## src/include/pas_pkg.sv

```systemverilog
package pas_pkg;
   // register bus geometry and map
   localparam int          ADDR_W       = 8;
   localparam int          DATA_W       = 32;
   localparam logic [7:0]  REG_CTRL_OFS = 8'h00;
   localparam logic [7:0]  REG_TEST_OFS = 8'h08;
   localparam logic [7:0]  REG_STAT_OFS = 8'h0C;

   // control register fields
   localparam int          CTRL_AUX_BIT  = 4;
   localparam int          CTRL_TPC_BIT  = 7;
   localparam int          CTRL_LOW_SUPPLY_LOCKOUT_BIT = 10;
   localparam logic        AUX_FUNC_RST  = 1'b1;

   // test register fields
   localparam int          TSEL_W       = 3;
   localparam int          TEST_ATM_LSB = 2;
   localparam int          TEST_DTM_LSB = 5;
   localparam logic [2:0]  TSEL_OFF     = 3'h0;
   localparam logic [2:0]  DTM_SD_MODE  = 3'h4;
   localparam logic [2:0]  DTM_AGC      = 3'h1;
   localparam logic [2:0]  DTM_MAIN_DIV = 3'h2;
   localparam logic [2:0]  DTM_REF_DIV  = 3'h3;

   // status register fields
   localparam int          STAT_STATE_LSB = 0;
   localparam int          STAT_PA        = 4;
   localparam int          STAT_LOCK      = 5;
   localparam int          STAT_LOCKOUT   = 6;
   localparam int          STAT_AUX_FUNC  = 7;
   localparam int          STAT_TPC       = 8;
   localparam int          STAT_AUX_PIN   = 9;
   localparam int          STAT_RX_MODE   = 10;
   localparam int          STAT_SHIFT     = 11;

   // aux pin routing codes
   localparam logic [1:0]  AUX_ROUTE_FILTER = 2'h0;
   localparam logic [1:0]  AUX_ROUTE_PWR    = 2'h1;
   localparam logic [1:0]  AUX_ROUTE_TEST   = 2'h2;

   // timing, times in microseconds
   localparam real         CLK_MHZ     = 250.0;
   localparam real         T_SHIFT_US  = 6.5;
   localparam real         T_SETTLE_US = 70.0;
   localparam real         T_DROP_US   = 0.1;
   localparam real         T_PA_ON_US  = 1.0;
   localparam int          SHIFT_CYC   = int'($ceil(T_SHIFT_US * CLK_MHZ));
   localparam int          SETTLE_CYC  = int'($ceil(T_SETTLE_US * CLK_MHZ));
   localparam int          DROP_MAX_CYC = int'($floor(T_DROP_US * CLK_MHZ));
   localparam int          PA_ON_CYC   = int'($ceil(T_PA_ON_US * CLK_MHZ));

   typedef enum logic [2:0] {
      ST_IDLE,
      ST_TX_WAIT,
      ST_TX_ON,
      ST_RX_SHIFT,
      ST_RX_SETTLE,
      ST_RX
   } pas_state_e;
endpackage

```

## src/pas_sequencer.sv

```systemverilog
// The implementer's own choices: the plain strobed port and the register addresses.
`timescale 1ns/1ps
`default_nettype none
module pas_sequencer
   import pas_pkg::*;
#(
   parameter int unsigned SETTLE_CYCLES = SETTLE_CYC,
   parameter int unsigned PA_ON_CYCLES  = PA_ON_CYC,
   parameter int          CNT_W         = $clog2(SETTLE_CYCLES + 1)
) (
   // clock and reset
   input  wire logic                          core_clk_in,
   input  wire logic                          rst_in,
   // register port
   input  wire logic [pas_pkg::ADDR_W-1:0]    reg_addr_in,
   input  wire logic [pas_pkg::DATA_W-1:0]    reg_wdata_in,
   input  wire logic                          reg_wr_in,
   input  wire logic                          reg_rd_in,
   output logic      [pas_pkg::DATA_W-1:0]    reg_rdata_out,
   // pins from outside the clock domain
   input  wire logic                          receive_on_ctrl_in,
   input  wire logic                          synth_lock_in,
   input  wire logic                          supply_low_in,
   input  wire logic                          aux_analog_pin_in,
   // internal sources on this clock
   input  wire logic                          rx_data_in,
   input  wire logic                          agc_state_in,
   input  wire logic                          main_div_in,
   input  wire logic                          ref_div_in,
   input  wire logic                          sd_lsb_in,
   input  wire logic                          sd_msb_in,
   // amplifier and data pins
   output logic                               pa_enable_out,
   output logic                               dout_out,
   // aux open-drain pin and analog routing
   output logic                               aux_analog_pin_out,
   output logic                               aux_analog_pin_oe_out,
   output logic      [1:0]                    aux_route_out,
   output logic      [pas_pkg::TSEL_W-1:0]    analog_test_select_out,
   // synthesizer sequencing
   output logic                               synth_shift_rx_out,
   output logic                               rx_mode_out
);
   localparam int DROP_LIM = DROP_MAX_CYC;

   logic [3:0]        pins_sync;
   logic              receive_on_ctrl_s;
   logic              lock_s;
   logic              low_s;
   logic              auxpin_s;
   logic              receive_on_ctrl_prev_ff;
   logic              receive_on_ctrl_rise;
   logic              receive_on_ctrl_fall;
   logic              tmr_load;
   logic [CNT_W-1:0]  tmr_val;
   logic              tmr_done;
   pas_state_e        state_ff;
   pas_state_e        nxt_state;
   logic              aux_func_ff;
   logic              tpc_ff;
   logic              low_supply_lockout_ff;
   logic [2:0]        atm_ff;
   logic [2:0]        dtm_ff;
   logic              aux_func_app_ff;
   logic              tpc_app_ff;
   logic              lockout_ff;
   logic              nxt_pa;
   logic              nxt_dout;
   logic [DATA_W-1:0] nxt_rdata;
   logic [DATA_W-1:0] stat_word;
   int unsigned       elapsed_ff;

   pas_sync #(
      .W(4)
   ) u_sync (
      .core_clk_in(core_clk_in),
      .rst_in     (rst_in),
      .async_in   ({aux_analog_pin_in, supply_low_in, synth_lock_in, receive_on_ctrl_in}),
      .sync_out   (pins_sync)
   );

   assign receive_on_ctrl_s   = pins_sync[0];
   assign lock_s   = pins_sync[1];
   assign low_s    = pins_sync[2];
   assign auxpin_s = pins_sync[3];
   assign receive_on_ctrl_rise = receive_on_ctrl_s && !receive_on_ctrl_prev_ff;
   assign receive_on_ctrl_fall = !receive_on_ctrl_s && receive_on_ctrl_prev_ff;

   always_ff @(posedge core_clk_in or posedge rst_in) begin
      if (rst_in) begin
         receive_on_ctrl_prev_ff <= 1'b0;
      end else begin
         receive_on_ctrl_prev_ff <= receive_on_ctrl_s;
      end
   end

   // one timer serves every phase; receive loads the shift leg then the rest of settle
   always_comb begin
      tmr_load = 1'b0;
      tmr_val  = '0;
      if (receive_on_ctrl_rise) begin
         tmr_load = 1'b1;
         tmr_val  = CNT_W'(SHIFT_CYC);
      end else if (receive_on_ctrl_fall) begin
         tmr_load = 1'b1;
         tmr_val  = CNT_W'(PA_ON_CYCLES);
      end else if (state_ff == ST_RX_SHIFT && tmr_done) begin
         tmr_load = 1'b1;
         tmr_val  = CNT_W'(SETTLE_CYCLES - SHIFT_CYC);
      end
   end

   pas_timer #(
      .W(CNT_W)
   ) u_timer (
      .core_clk_in(core_clk_in),
      .rst_in     (rst_in),
      .load_in    (tmr_load),
      .load_val_in(tmr_val),
      .done_out   (tmr_done)
   );

   always_comb begin
      nxt_state = state_ff;
      if (receive_on_ctrl_rise) begin
         nxt_state = ST_RX_SHIFT;
      end else if (receive_on_ctrl_fall) begin
         nxt_state = ST_TX_WAIT;
      end else begin
         unique case (state_ff)
            ST_IDLE:      nxt_state = ST_IDLE;
            ST_TX_WAIT:   nxt_state = tmr_done ? ST_TX_ON : ST_TX_WAIT;
            ST_TX_ON:     nxt_state = ST_TX_ON;
            ST_RX_SHIFT:  nxt_state = tmr_done ? ST_RX_SETTLE : ST_RX_SHIFT;
            ST_RX_SETTLE: nxt_state = tmr_done ? ST_RX : ST_RX_SETTLE;
            ST_RX:        nxt_state = ST_RX;
            default:      nxt_state = ST_IDLE;
         endcase
      end
   end

   always_ff @(posedge core_clk_in or posedge rst_in) begin
      if (rst_in) begin
         state_ff <= ST_IDLE;
      end else begin
         state_ff <= nxt_state;
      end
   end

   // synthesizer sequencing outputs follow the receive legs
   always_ff @(posedge core_clk_in or posedge rst_in) begin
      if (rst_in) begin
         synth_shift_rx_out <= 1'b0;
         rx_mode_out        <= 1'b0;
      end else begin
         synth_shift_rx_out <= (nxt_state == ST_RX_SETTLE) || (nxt_state == ST_RX);
         rx_mode_out        <= (nxt_state == ST_RX);
      end
   end

   // register writes; aux mode and power control reach the pins only at the next slot start, lockout and test settings at once
   always_ff @(posedge core_clk_in or posedge rst_in) begin
      if (rst_in) begin
         aux_func_ff <= AUX_FUNC_RST;
         tpc_ff      <= 1'b0;
         low_supply_lockout_ff     <= 1'b0;
         atm_ff      <= TSEL_OFF;
         dtm_ff      <= TSEL_OFF;
      end else if (reg_wr_in) begin
         if (reg_addr_in == REG_CTRL_OFS) begin
            aux_func_ff <= reg_wdata_in[CTRL_AUX_BIT];
            tpc_ff      <= reg_wdata_in[CTRL_TPC_BIT];
            low_supply_lockout_ff     <= reg_wdata_in[CTRL_LOW_SUPPLY_LOCKOUT_BIT];
         end
         if (reg_addr_in == REG_TEST_OFS) begin
            atm_ff <= reg_wdata_in[TEST_ATM_LSB +: TSEL_W];
            dtm_ff <= reg_wdata_in[TEST_DTM_LSB +: TSEL_W];
         end
      end
   end

   // aux mode is deferred to the start of the next transmit slot
   always_ff @(posedge core_clk_in or posedge rst_in) begin
      if (rst_in) begin
         aux_func_app_ff <= AUX_FUNC_RST;
         tpc_app_ff      <= 1'b0;
      end else if (receive_on_ctrl_fall) begin
         aux_func_app_ff <= aux_func_ff;
         tpc_app_ff      <= tpc_ff;
      end
   end

   // low-supply latch; a set in the rise cycle wins over the clear
   always_ff @(posedge core_clk_in or posedge rst_in) begin
      if (rst_in) begin
         lockout_ff <= 1'b0;
      end else if (low_supply_lockout_ff && low_s) begin
         lockout_ff <= 1'b1;
      end else if (receive_on_ctrl_rise) begin
         lockout_ff <= 1'b0;
      end
   end

   // enable pin source; test mode four takes the pin away from amplifier control
   always_comb begin
      nxt_pa = ((state_ff == ST_TX_ON) || (state_ff == ST_TX_WAIT && tmr_done))
               && lock_s
               && !(low_supply_lockout_ff && low_s) && !lockout_ff
               && !receive_on_ctrl_rise && !receive_on_ctrl_s;
      if (dtm_ff == DTM_SD_MODE) begin
         nxt_pa = sd_lsb_in;
      end
   end

   always_comb begin
      unique case (dtm_ff)
         DTM_AGC:      nxt_dout = agc_state_in;
         DTM_MAIN_DIV: nxt_dout = main_div_in;
         DTM_REF_DIV:  nxt_dout = ref_div_in;
         DTM_SD_MODE:  nxt_dout = sd_msb_in;
         default:      nxt_dout = rx_data_in;
      endcase
   end

   always_ff @(posedge core_clk_in or posedge rst_in) begin
      if (rst_in) begin
         pa_enable_out <= 1'b0;
         dout_out      <= 1'b0;
      end else begin
         pa_enable_out <= nxt_pa;
         dout_out      <= nxt_dout;
      end
   end

   // aux pin: open drain only drives low; analog test overrides both aux functions, routing to test and releasing the pin
   always_ff @(posedge core_clk_in or posedge rst_in) begin
      if (rst_in) begin
         aux_analog_pin_out     <= 1'b0;
         aux_analog_pin_oe_out  <= 1'b0;
         aux_route_out          <= AUX_ROUTE_FILTER;
         analog_test_select_out <= TSEL_OFF;
      end else begin
         aux_analog_pin_out     <= 1'b0;
         aux_analog_pin_oe_out  <= (atm_ff == TSEL_OFF) && !aux_func_app_ff && tpc_app_ff;
         analog_test_select_out <= atm_ff;
         if (atm_ff != TSEL_OFF) begin
            aux_route_out <= AUX_ROUTE_TEST;
         end else if (aux_func_app_ff) begin
            aux_route_out <= AUX_ROUTE_FILTER;
         end else begin
            aux_route_out <= AUX_ROUTE_PWR;
         end
      end
   end

   always_comb begin
      stat_word = '0;
      stat_word[STAT_STATE_LSB +: 3] = state_ff;
      stat_word[STAT_PA]       = pa_enable_out;
      stat_word[STAT_LOCK]     = lock_s;
      stat_word[STAT_LOCKOUT]  = lockout_ff;
      stat_word[STAT_AUX_FUNC] = aux_func_app_ff;
      stat_word[STAT_TPC]      = tpc_app_ff;
      stat_word[STAT_AUX_PIN]  = auxpin_s;
      stat_word[STAT_RX_MODE]  = rx_mode_out;
      stat_word[STAT_SHIFT]    = synth_shift_rx_out;
   end

   // unmapped reads return zero
   always_comb begin
      nxt_rdata = '0;
      if (reg_addr_in == REG_CTRL_OFS) begin
         nxt_rdata[CTRL_AUX_BIT]  = aux_func_ff;
         nxt_rdata[CTRL_TPC_BIT]  = tpc_ff;
         nxt_rdata[CTRL_LOW_SUPPLY_LOCKOUT_BIT] = low_supply_lockout_ff;
      end else if (reg_addr_in == REG_TEST_OFS) begin
         nxt_rdata[TEST_ATM_LSB +: TSEL_W] = atm_ff;
         nxt_rdata[TEST_DTM_LSB +: TSEL_W] = dtm_ff;
      end else if (reg_addr_in == REG_STAT_OFS) begin
         nxt_rdata = stat_word;
      end
   end

   // read data stands for one cycle only
   always_ff @(posedge core_clk_in or posedge rst_in) begin
      if (rst_in) begin
         reg_rdata_out <= '0;
      end else begin
         reg_rdata_out <= reg_rd_in ? nxt_rdata : '0;
      end
   end

   // helper: cycles since the last receive-on edge, for the checks below
   always_ff @(posedge core_clk_in or posedge rst_in) begin
      if (rst_in) begin
         elapsed_ff <= 0;
      end else if (receive_on_ctrl_rise || receive_on_ctrl_fall) begin
         elapsed_ff <= 0;
      end else if (elapsed_ff != 32'hFFFF_FFFF) begin
         elapsed_ff <= elapsed_ff + 1;
      end
   end
endmodule
`default_nettype wire

```

## src/pas_sync.sv

```systemverilog
`timescale 1ns/1ps
`default_nettype none
module pas_sync #(
   parameter int W = 1
) (
   // clock and reset
   input  wire logic         core_clk_in,
   input  wire logic         rst_in,
   // levels
   input  wire logic [W-1:0] async_in,
   output logic      [W-1:0] sync_out
);
   logic [W-1:0] meta_ff;

   // first stage feeds only the second
   always_ff @(posedge core_clk_in or posedge rst_in) begin
      if (rst_in) begin
         meta_ff  <= '0;
         sync_out <= '0;
      end else begin
         meta_ff  <= async_in;
         sync_out <= meta_ff;
      end
   end
endmodule
`default_nettype wire

```

## src/pas_timer.sv

```systemverilog
`timescale 1ns/1ps
`default_nettype none
module pas_timer #(
   parameter int W = 16
) (
   // clock and reset
   input  wire logic         core_clk_in,
   input  wire logic         rst_in,
   // control
   input  wire logic         load_in,
   input  wire logic [W-1:0] load_val_in,
   output logic              done_out
);
   logic [W-1:0] cnt_ff;

   // done in the cycle the count reaches one; the caller gives its own loads priority,
   // gating done by load here would close a loop through the caller's reload path
   assign done_out = (cnt_ff == W'(1));

   // a load overrides a running count
   always_ff @(posedge core_clk_in or posedge rst_in) begin
      if (rst_in) begin
         cnt_ff <= '0;
      end else if (load_in) begin
         cnt_ff <= load_val_in;
      end else if (cnt_ff != '0) begin
         cnt_ff <= cnt_ff - W'(1);
      end
   end
endmodule
`default_nettype wire

```

## config.mk

```make
export PLATFORM = sky130hd
export DESIGN_NAME = pas_sequencer
export DESIGN_NICKNAME = d
export VERILOG_FILES = /design/src/include/pas_pkg.sv /design/src/pas_sequencer.sv /design/src/pas_sync.sv /design/src/pas_timer.sv
export SDC_FILE = /design/constraint.sdc
export NUM_CORES = 1
export LEC_CHECK = 0
export BUFFER_PORTS_ARGS = -buffer_cell sky130_fd_sc_hd__buf_2
export CAP_MARGIN = 0
export CORE_ASPECT_RATIO = 1.1
export CORE_MARGIN = 1
export CORE_UTILIZATION = 50
export DETAILED_ROUTE_END_ITERATION = 10
export PLACE_DENSITY = 0.79
export SETUP_SLACK_MARGIN = 0.4
export SLEW_MARGIN = 20
export SYNTH_ARGS = -nofsm -noshare
export SYNTH_HDL_FRONTEND = slang
export SYNTH_HIERARCHICAL = 1
export SYNTH_SLANG_ARGS = --single-unit
```

## constraint.sdc

```tcl
create_clock -name core_clk_in -period 4 [get_ports core_clk_in]
set_clock_uncertainty 0.15 [all_clocks]
set_input_delay 0.8 -clock core_clk_in [delete_from_list [all_inputs] [get_ports core_clk_in]]
set_output_delay 0.8 -clock core_clk_in [all_outputs]
set_load 0.05 [all_outputs]
```

Word-level counts from Yosys, hierarchy flattened
Cells that the tools add are included.

storage, ports and cells
  logic and storage cells = 96
  flip-flop bits (word level) = 81
  input port bits = 54

operators by class
  reductions and logical operators = 28
  multiplexer cells = 32
  add/sub/neg operators = 1
  equal/unequal tests = 14

operators with widths
  operator                 count
  $mux W14                 3
  $mux W32                 1
  $mux W15                 2
  $mux W21                 1
  $eq A8 B4 Y1 const B     2
  $eq A15 B1 Y1 const B    1
  $eq A3 B3 Y1 const B     5
  $pmux W3 S5              1
  $reduce_bool A15 Y1      1
  $sub A15 B1 Y15 const B  1
  $eq A3 B2 Y1 const B     4
  $logic_and A1 B1 Y1      12
  $mux W12                 1
  $mux W1                  11
  $mux W2                  5
  $mux W3                  3
  $logic_not A8 Y1         1
  $mux W4                  2
  $eq A3 B1 Y1 const B     2
  $logic_not A1 Y1         6
  $mux W6                  1
  $pmux W1 S4              1
  $reduce_and A2 Y1        2
  $reduce_bool A2 Y1       2
  other kinds (3)          4

Depth between registers and ports, before layout
Gate-level depths: netlist of run 1.

  word-level depth = 9
  mapped depth = 11

Hierarchy
The synthesis of run 1 kept the hierarchy.

by module, submodules not included
  module         area each (um^2)  cells an instance  instances
  pas_sequencer  1,762.9           147                1
  pas_timer      974.7             100                1
  pas_sync       203.9             9                  1

Worst setup path before layout of run 1
No wires, ideal clock.

  path kind = reg-to-reg
  from = register u_timer.cnt_ff[2]
  to = register u_timer.cnt_ff[0]
  period minus slack after synthesis = 2,828 ps
  arrival time = 2,555 ps
  cell stages (with the launch flop) = 12
  path slack = 1,172 ps
  library setup time = 123 ps
  required time = 3,727 ps
  path buffers = 2
  cell sequence = dfrtp_1 -> or4_1 -> buf_6 -> nor2_1 -> and3_1 -> nand4b_1 -> nand2_1 -> clkbuf_1 -> or3b_2 -> nor4_4 -> or3_1 -> o221a_1

on the way
  cells in the longest elaborated chain, start to end = 6

ends and longest elaborated chain
  element                                                line                  text
  from (decl)                                            pas_timer.sv:14       logic [W-1:0] cnt_ff;
  from (signal assigned)                                 pas_timer.sv:25       cnt_ff <= load_val_in;
  from (signal assigned)                                 pas_timer.sv:27       cnt_ff <= cnt_ff - W'(1);
  $eq A15 B1 Y1 (*)                                      pas_timer.sv:18       assign done_out = (cnt_ff == W'(1));
  named net tmr_done                                     pas_sequencer.sv:56   logic tmr_done;
  $logic_and A1 B1 Y1 (*)                                pas_sequencer.sv:107  end else if (state_ff == ST_RX_SHIFT && tmr_done) begin
  $mux W1 (*)                                            pas_sequencer.sv:107
  $mux W1 (*)                                            pas_sequencer.sv:104  end else if (receive_on_ctrl_fall) begin
  $mux W1 (*)                                            pas_sequencer.sv:101  if (receive_on_ctrl_rise) begin
  named net tmr_load                                     pas_sequencer.sv:54   logic tmr_load;
  $mux W15 / $reduce_bool A2 Y1 (equally long branches)  -

Mark *: on every way through the listed nets, which the timed path passes. The rest lies on a longest branch.
A chain may end at the register's enable or synchronous reset.

Final worst setup path of run 1
Ends and elaborated chain as after synthesis.

==> results of run 1 <==
power by group through the flow:
stage	sequential, mW	clock [mW]	combinational, mW
after global routing	0.708	0.507	0.256
after detailed placement	0.711	0	0.231
after CTS	0.700	0.487	0.232
after floorplan	0.726	0	0.184
final	0.700	0.476	0.232
after global placement	0.709	0	0.227
cell families after synthesis:
group	count (synthesis)
and+or+nand+nor	88
adders and majority gates	4
muxes	20
xor gates and xnor gates	10
DFF	61
AOI/OAI and AO/OA	31
buffers and inverters	41
other	1
layout by cell type (no fill, tap or decap), types with 4 or more instances in the layout:
master,netlist,layout
nand3_1,5,5
nor2_1,30,30
mux2i_1,8,8
a211oi_1,6,6
o21ai_0,4,4
mux2_2,8,8
xor2_1,5,5
clkbuf_8,0,9
dfrtp_1,59,59
conb_1,1,24
inv_1,11,11
buf_2,3,50
ha_1,4,4
xnor2_1,5,5
and2_1,7,7
a21oi_1,6,6
or3_1,4,4
nand2_1,8,7
how the worst max path moves through the flow:
stage	to	depth (start not counted)
floorplan	u_timer/cnt_ff[0]	11
detailed placement	u_timer/cnt_ff[0]	10
finish	u_timer/cnt_ff[0]	10
global route	u_timer/cnt_ff[2]	9
CTS	u_timer/cnt_ff[0]	10
global placement	u_timer/cnt_ff[0]	10
stage by stage:
| step | util, % | area [um2] |
|---|---|---|
| 5_1_grt | 60.7 | 3360 |
| 2_1_floorplan | - | 3030 |
| 6_report | 60.7 | 3360 |
| 3_3_place_gp | 57.5 | 3180 |
| 4_1_cts | 60.6 | 3360 |
| 3_5_place_dp | 57.5 | 3180 |
what timing repair did:
item	4_1_cts	5_1_grt
setup endpoints to repair	0	1
hold endpoints to repair	0	0
buffers inserted	0	0
gates resized for setup	0	1
state kept, by name, summed over array words and instances (netlist names), 2 cells and up:
signal and cells:
analog_test_select_out 3, atm_ff 3, aux_route_out 2, dtm_ff 3
reg_rdata_out 12, state_ff 3, u_sync/meta_ff 4, u_sync/sync_out 4
u_timer/cnt_ff 15
routing by layer:
layer | wire length, um | vias to the layer above | part of all wire [%] | GRT usage [%]
met2 | 2440 | 62 | 47 | 30.1
met3 | 246 | 11 | 4.8 | 4.37
met1 | 2340 | 955 | 45 | 24.0
met4 | 128 | 0 | 2.5 | 11.7
met5 | 0 | - | 0 | 0
li1 | - | 956 | - | -
worst max-delay path, delay by kind of cell, from the launching register on:
family / cells / cell delay [ns]
simple gates: 8 / 2.30
buf+inv: 1 / 0.21
flops: 1 / 0.44
compound gates: 1 / 0.13
layout make-up:
type	instances	area share, %
timing repair buffer	52	7.90
inverter	11	1.23
clock buffer	9	3.69
clock inverter	7	1.53
multi-input combinational	177	37.3
tap	75	2.79
sequential	61	45.5
==> impl_metrics.env, run 1 <==
export IMPL_dp_hpwl_um=3620
export IMPL_hp_class="flop to flop"
export IMPL_grt_setup_unrepaired="false"
export IMPL_fillers=477
export IMPL_grt_overflow=0
export IMPL_synthXorXnorAreaFrac_pct=2.98
export IMPL_antenna_found_initial=0
export IMPL_dp_cells=376
export IMPL_numCtsBuffers=9
export IMPL_crit_type="flop to flop"
export IMPL_num_vias=1984
export IMPL_viasPerCell=5.06
export IMPL_worst_setup_path_start_kind="flop"
export IMPL_end_kind="flop"
export IMPL_startpoint="u_timer/cnt_ff[2]"
export IMPL_ir_drop_v=0.000233
export IMPL_ys_seq_area_share_pct=52.0
export IMPL_yosysWarningCount=6
export IMPL_drc=0
export IMPL_max_slew_margin_pct=50.4
export IMPL_synthSimpleGateAreaFrac_pct=18.8
export IMPL_path_max_fanout=14
export IMPL_report_final_setup_viol=0
export IMPL_hold_depth=0
export IMPL_sw_frac_of_total_pct=31.6
export IMPL_cts_tree="built"
export IMPL_powerDensity_nw_per_um2=419
export IMPL_rows=28
export IMPL_track_usage_pct=19.1
export IMPL_ant_nets=0
export IMPL_min_to="u_sync/sync_out[3]"
export IMPL_power_mw=1.41
export IMPL_muxShareOfSynthArea_pct=8.08
export IMPL_max_freq_mhz=301
export IMPL_setup_ws_ns=0.680
export IMPL_fin_hold_ws_ns=0.199
export IMPL_path_cells="or4_1 -> nor2_1 -> and3_1 -> nand4b_1 -> nand2_2 -> or3b_2 -> nor4_4 -> buf_4 -> or3_1 -> o221a_1"
export IMPL_grt_max_degree=39
export IMPL_syn_inst=256
export IMPL_antenna_cells=0
export IMPL_die_w_um=75.1
export IMPL_seq_area_um2=1530
export IMPL_tns_ns=0
export IMPL_synth_async_sr_flop_share_pct=100
export IMPL_die_h_um=82.4
export IMPL_synth_compound_area_share_pct=7.91
export IMPL_port_buffers=50
export IMPL_start_util_pct=53.1
export IMPL_core_area_um2=5540
export IMPL_syn2layout_area_growth_pct=14.2
export IMPL_tightest_slew_ns=0.743
export IMPL_ctsHtreeMaxLevel=3
export IMPL_synth_common_cells="dfrtp_1 (59), nor2_1 (30), buf_4 (22), inv_1 (11)"
export IMPL_max_clock_path_buffers=2
export IMPL_netlist_top_cell_by_area="dfrtp_1"
export IMPL_syn_area_um2=2940
export IMPL_power_switching_uw=445
export IMPL_layout_nets=370
export IMPL_fp_dieArea_um2=6190
export IMPL_cap_viol_max_count=0
export IMPL_preCtsSetupSlack_ns=0.692
export IMPL_firstDrtPassIters=6
export IMPL_syn_avg_cell_area_um2=11.5
export IMPL_p_int_uw=963
export IMPL_numClockSinks=61
export IMPL_crit_arrival_ns=3.39
export IMPL_ys_seq_elements=61
export IMPL_final_max_slew_viol_count=0
export IMPL_yosysUniqueCellTypes=55
export IMPL_r2r_cells=10
export IMPL_gp_congestion=0.784
export IMPL_seqPwrFrac_pct=49.7
export IMPL_synth_top_family_by_area="simple AND/OR/NAND/NOR gates"
export IMPL_rrSetupSlack_ns=0.68
export IMPL_synthTopCellsByArea="dfrtp_1 (50%), buf_4 (5.6%), nor2_1 (3.8%)"
export IMPL_drt_iter0_markers=121
export IMPL_grt_pass1_vias=1939
export IMPL_clockRootBuffer="clkbuf_8"
export IMPL_fin_crit_ns=3.32
export IMPL_cts_reportedPaths_clkPinSlew_ns=0.07
export IMPL_cpMaxStageDelayCell="or4_1"
export IMPL_worstReg2RegStart="u_timer/cnt_ff[2]"
export IMPL_synth_flop_cell="dfrtp_1"
export IMPL_wl_per_cell_um=13.1
export IMPL_grt_pass1_wl_um=8690
export IMPL_p_leak_nw=1.65
export IMPL_outcome="completed"
export IMPL_routed_wl_um=5150
export IMPL_r2r_end="u_timer/cnt_ff[0]"
export IMPL_max_stage_delay_ns=0.75
export IMPL_synth_top_cell_area_share_pct=50.2
export IMPL_multi_input_area_um2=1250
export IMPL_hold_viol_final=0
export IMPL_required_ns=4.07
export IMPL_synthAdderAreaFrac_pct=1.70
export IMPL_fin_crit_sh_pct=83.0
export IMPL_cts_hold_buf=0
export IMPL_power_frac_comb_pct=16.5
export IMPL_final_layout_size_suffix_gt1_share_pct=30.9
export IMPL_finalNonFillerCells=392
export IMPL_worstHoldStart="u_sync/meta_ff[3]"
export IMPL_yosysMostFrequentCell="dfrtp_1"
export IMPL_synth_edff_count=0
export IMPL_ioPinCount=97
export IMPL_clkPwrFrac_pct=33.8
export IMPL_clock_latency_ns=0.34
No activity file was read; power rests on OpenSTA's default activity.
==> run 2: changes to the inputs <==
clock period = 3.36 ns   (was 4 ns; I/O delays follow)
==> run 2 against run 1 <==
Non-clock buffer count grew 6. First-iteration DRC count is 30% lower. Highest routed layer unchanged. Combinational power up 24%. Critical path type unchanged. Largest power group unchanged. Sequential share of layout area shrank 0.85 points. Critical endpoint unchanged. Count of clock-buffer cells in the layout is the same. Power is 20% higher. Global-route usage increased by 0.18 points. Cell count increased by 1.8%. Worst hold slack got worse by 0.071 ns.
==> impl_metrics.env, run 2 (same netlist as run 1, synthesis figures left out) <==
export IMPL_outcome="completed"
export IMPL_hp_class="primary input to asynchronous set/reset pin"
export IMPL_grt_pass1_wl_um=8740
export IMPL_grt_max_degree=39
export IMPL_syn2layout_area_growth_pct=16.3
export IMPL_path_max_fanout=8
export IMPL_viasPerCell=5.03
export IMPL_dp_hpwl_um=3600
export IMPL_grt_pass1_vias=1868
export IMPL_cap_viol_max_count=0
export IMPL_ioPinCount=97
export IMPL_antenna_cells=0
export IMPL_antenna_found_initial=0
export IMPL_layout_common_cells="dfrtp_1 (59), buf_2 (50), nor2_1 (30)"
export IMPL_tns_ns=0
export IMPL_wl_met1_um=2300
export IMPL_startpoint="u_timer/cnt_ff[10]"
export IMPL_final_layout_size_suffix_gt1_share_pct=32.7
export IMPL_routed_wl_um=5200
export IMPL_ctsHtreeMaxLevel=3
export IMPL_hold_viol_final=0
export IMPL_end_kind="flop"
export IMPL_final_max_slew_viol_count=0
export IMPL_numClockSinks=61
export IMPL_gp_congestion=0.785
export IMPL_largest_reg_flops=15
export IMPL_wl_met3_um=247
export IMPL_clockRootBuffer="clkbuf_8"
export IMPL_clock_latency_ns=0.34
export IMPL_layout_nets=377
export IMPL_tightest_slew_ns=0.658
export IMPL_firstDrtPassIters=4
export IMPL_worst_setup_path_start_kind="flop"
export IMPL_max_slew_margin_pct=55.7
export IMPL_wl_per_cell_um=13.0
export IMPL_finalInstanceArea_um2=3420
export IMPL_port_buffers=50
export IMPL_ant_nets=0
export IMPL_grt_setup_unrepaired="false"
export IMPL_fp_dieArea_um2=6190
export IMPL_crit_type="flop to flop"
export IMPL_reg_largest_list="u_timer/cnt_ff: 15 flops, reg_rdata_out: 12 flops"
export IMPL_worstReg2RegStart="u_timer/cnt_ff[10]"
export IMPL_track_usage_pct=19.3
export IMPL_fin_crit_sh_pct=85.3
export IMPL_cts_tree="built"
export IMPL_rows=28
export IMPL_fin_crit_ns=2.87
export IMPL_report_final_setup_viol=0
export IMPL_final_common_cell="dfrtp_1"
export IMPL_fin_hold_ws_ns=0.128
export IMPL_highest_layer="met4"
export IMPL_cts_reportedPaths_clkPinSlew_ns=0.07
export IMPL_max_flop_register="u_timer/cnt_ff"
export IMPL_start_util_pct=53.1
export IMPL_dpl_cell_area_um2=3190
export IMPL_ir_drop_v=0.000278
export IMPL_grt_overflow=0
export IMPL_numCtsBuffers=9
export IMPL_num_vias=2007
export IMPL_drc=0
export IMPL_cts_hold_buf=0
export IMPL_rrSetupSlack_ns=0.49
export IMPL_crit_arrival_ns=2.94
export IMPL_max_freq_mhz=349
export IMPL_die_h_um=82.4
export IMPL_wl_met2_um=2540
export IMPL_p_leak_nw=1.68
export IMPL_max_clock_path_buffers=2
export IMPL_required_ns=3.43
export IMPL_core_area_um2=5540
export IMPL_powerDensity_nw_per_um2=492
export IMPL_drt_iter0_markers=85
export IMPL_die_w_um=75.1
[run 2: cell count changes in the layout (fill, tap and decap cells not counted)]
cell,before,now
clkinv_4,2,4
inv_1,11,10
a2111oi_0,1,0
clkinvlp_4,2,3
a2111oi_1,0,1
nand2_2,1,0
buf_4,2,8
inv_6,1,0
nand2_4,0,1
[run 2: path summary, 6_finish.rpt]
check,endpoint,cells past startpoint
worst max-delay path,u_timer/cnt_ff[0],9
worst min-delay path,u_sync/meta_ff[3],2
worst max register to register,u_timer/cnt_ff[0],9
worst min register to register,u_sync/sync_out[0],0
max in group asynchronous,u_timer/cnt_ff[12],2
min in group core_clk_in,u_sync/sync_out[0],0
[run 2: stage by stage]
step	power, mW	cells	utilization, %	worst slack (ns)
after floorplan	1.08	279	-	0.532
after global placement	1.12	377	57.6	0.371
after detailed placement	1.12	377	57.6	0.322
after CTS	1.70	394	61.1	0.434
after global routing	1.77	399	61.8	0.389
final	1.68	399	61.8	0.495
[run 2: timing repair]
action,CTS,global route
cloned,1,0
setup buffers,0,5
pin swaps,0,1
setup endpoints to repair,14,14
gates resized for setup,4,1
[run 2: per-layer routing]
metal	vias to the layer above	track usage, %
met3	13	5.95
met5	-	0
li1	980	-
met2	59	29.6
met1	955	24.9
met4	0	9.44
[run 2: final cells by class]
class	count	area (um2)
fill	472	2110
sequential	61	1530
multi-input combinational	177	1260
timing repair buffer	58	310
clock buffer	9	124
tap	75	93.8
clock inverter	7	52.6
inverter	11	45.0
timing repair inverter	1	7.51
[run 2: power breakdown]
part           internal [mW]  switching (mW)  total [mW]
clock                  0.269           0.292       0.561
sequential             0.787          0.0484       0.835
combinational         0.0976           0.189       0.287
total                   1.15           0.530        1.68
[run 2: critical path, cell delays in order (launching register included)]
cell	delay (ns)
dfrtp_1	0.43
or4_1	0.63
nor2_1	0.16
and3_1	0.26
nand4b_1	0.27
nand2_4	0.20
or3b_2	0.16
nor4_4	0.06
or3_1	0.31
o221a_1	0.12
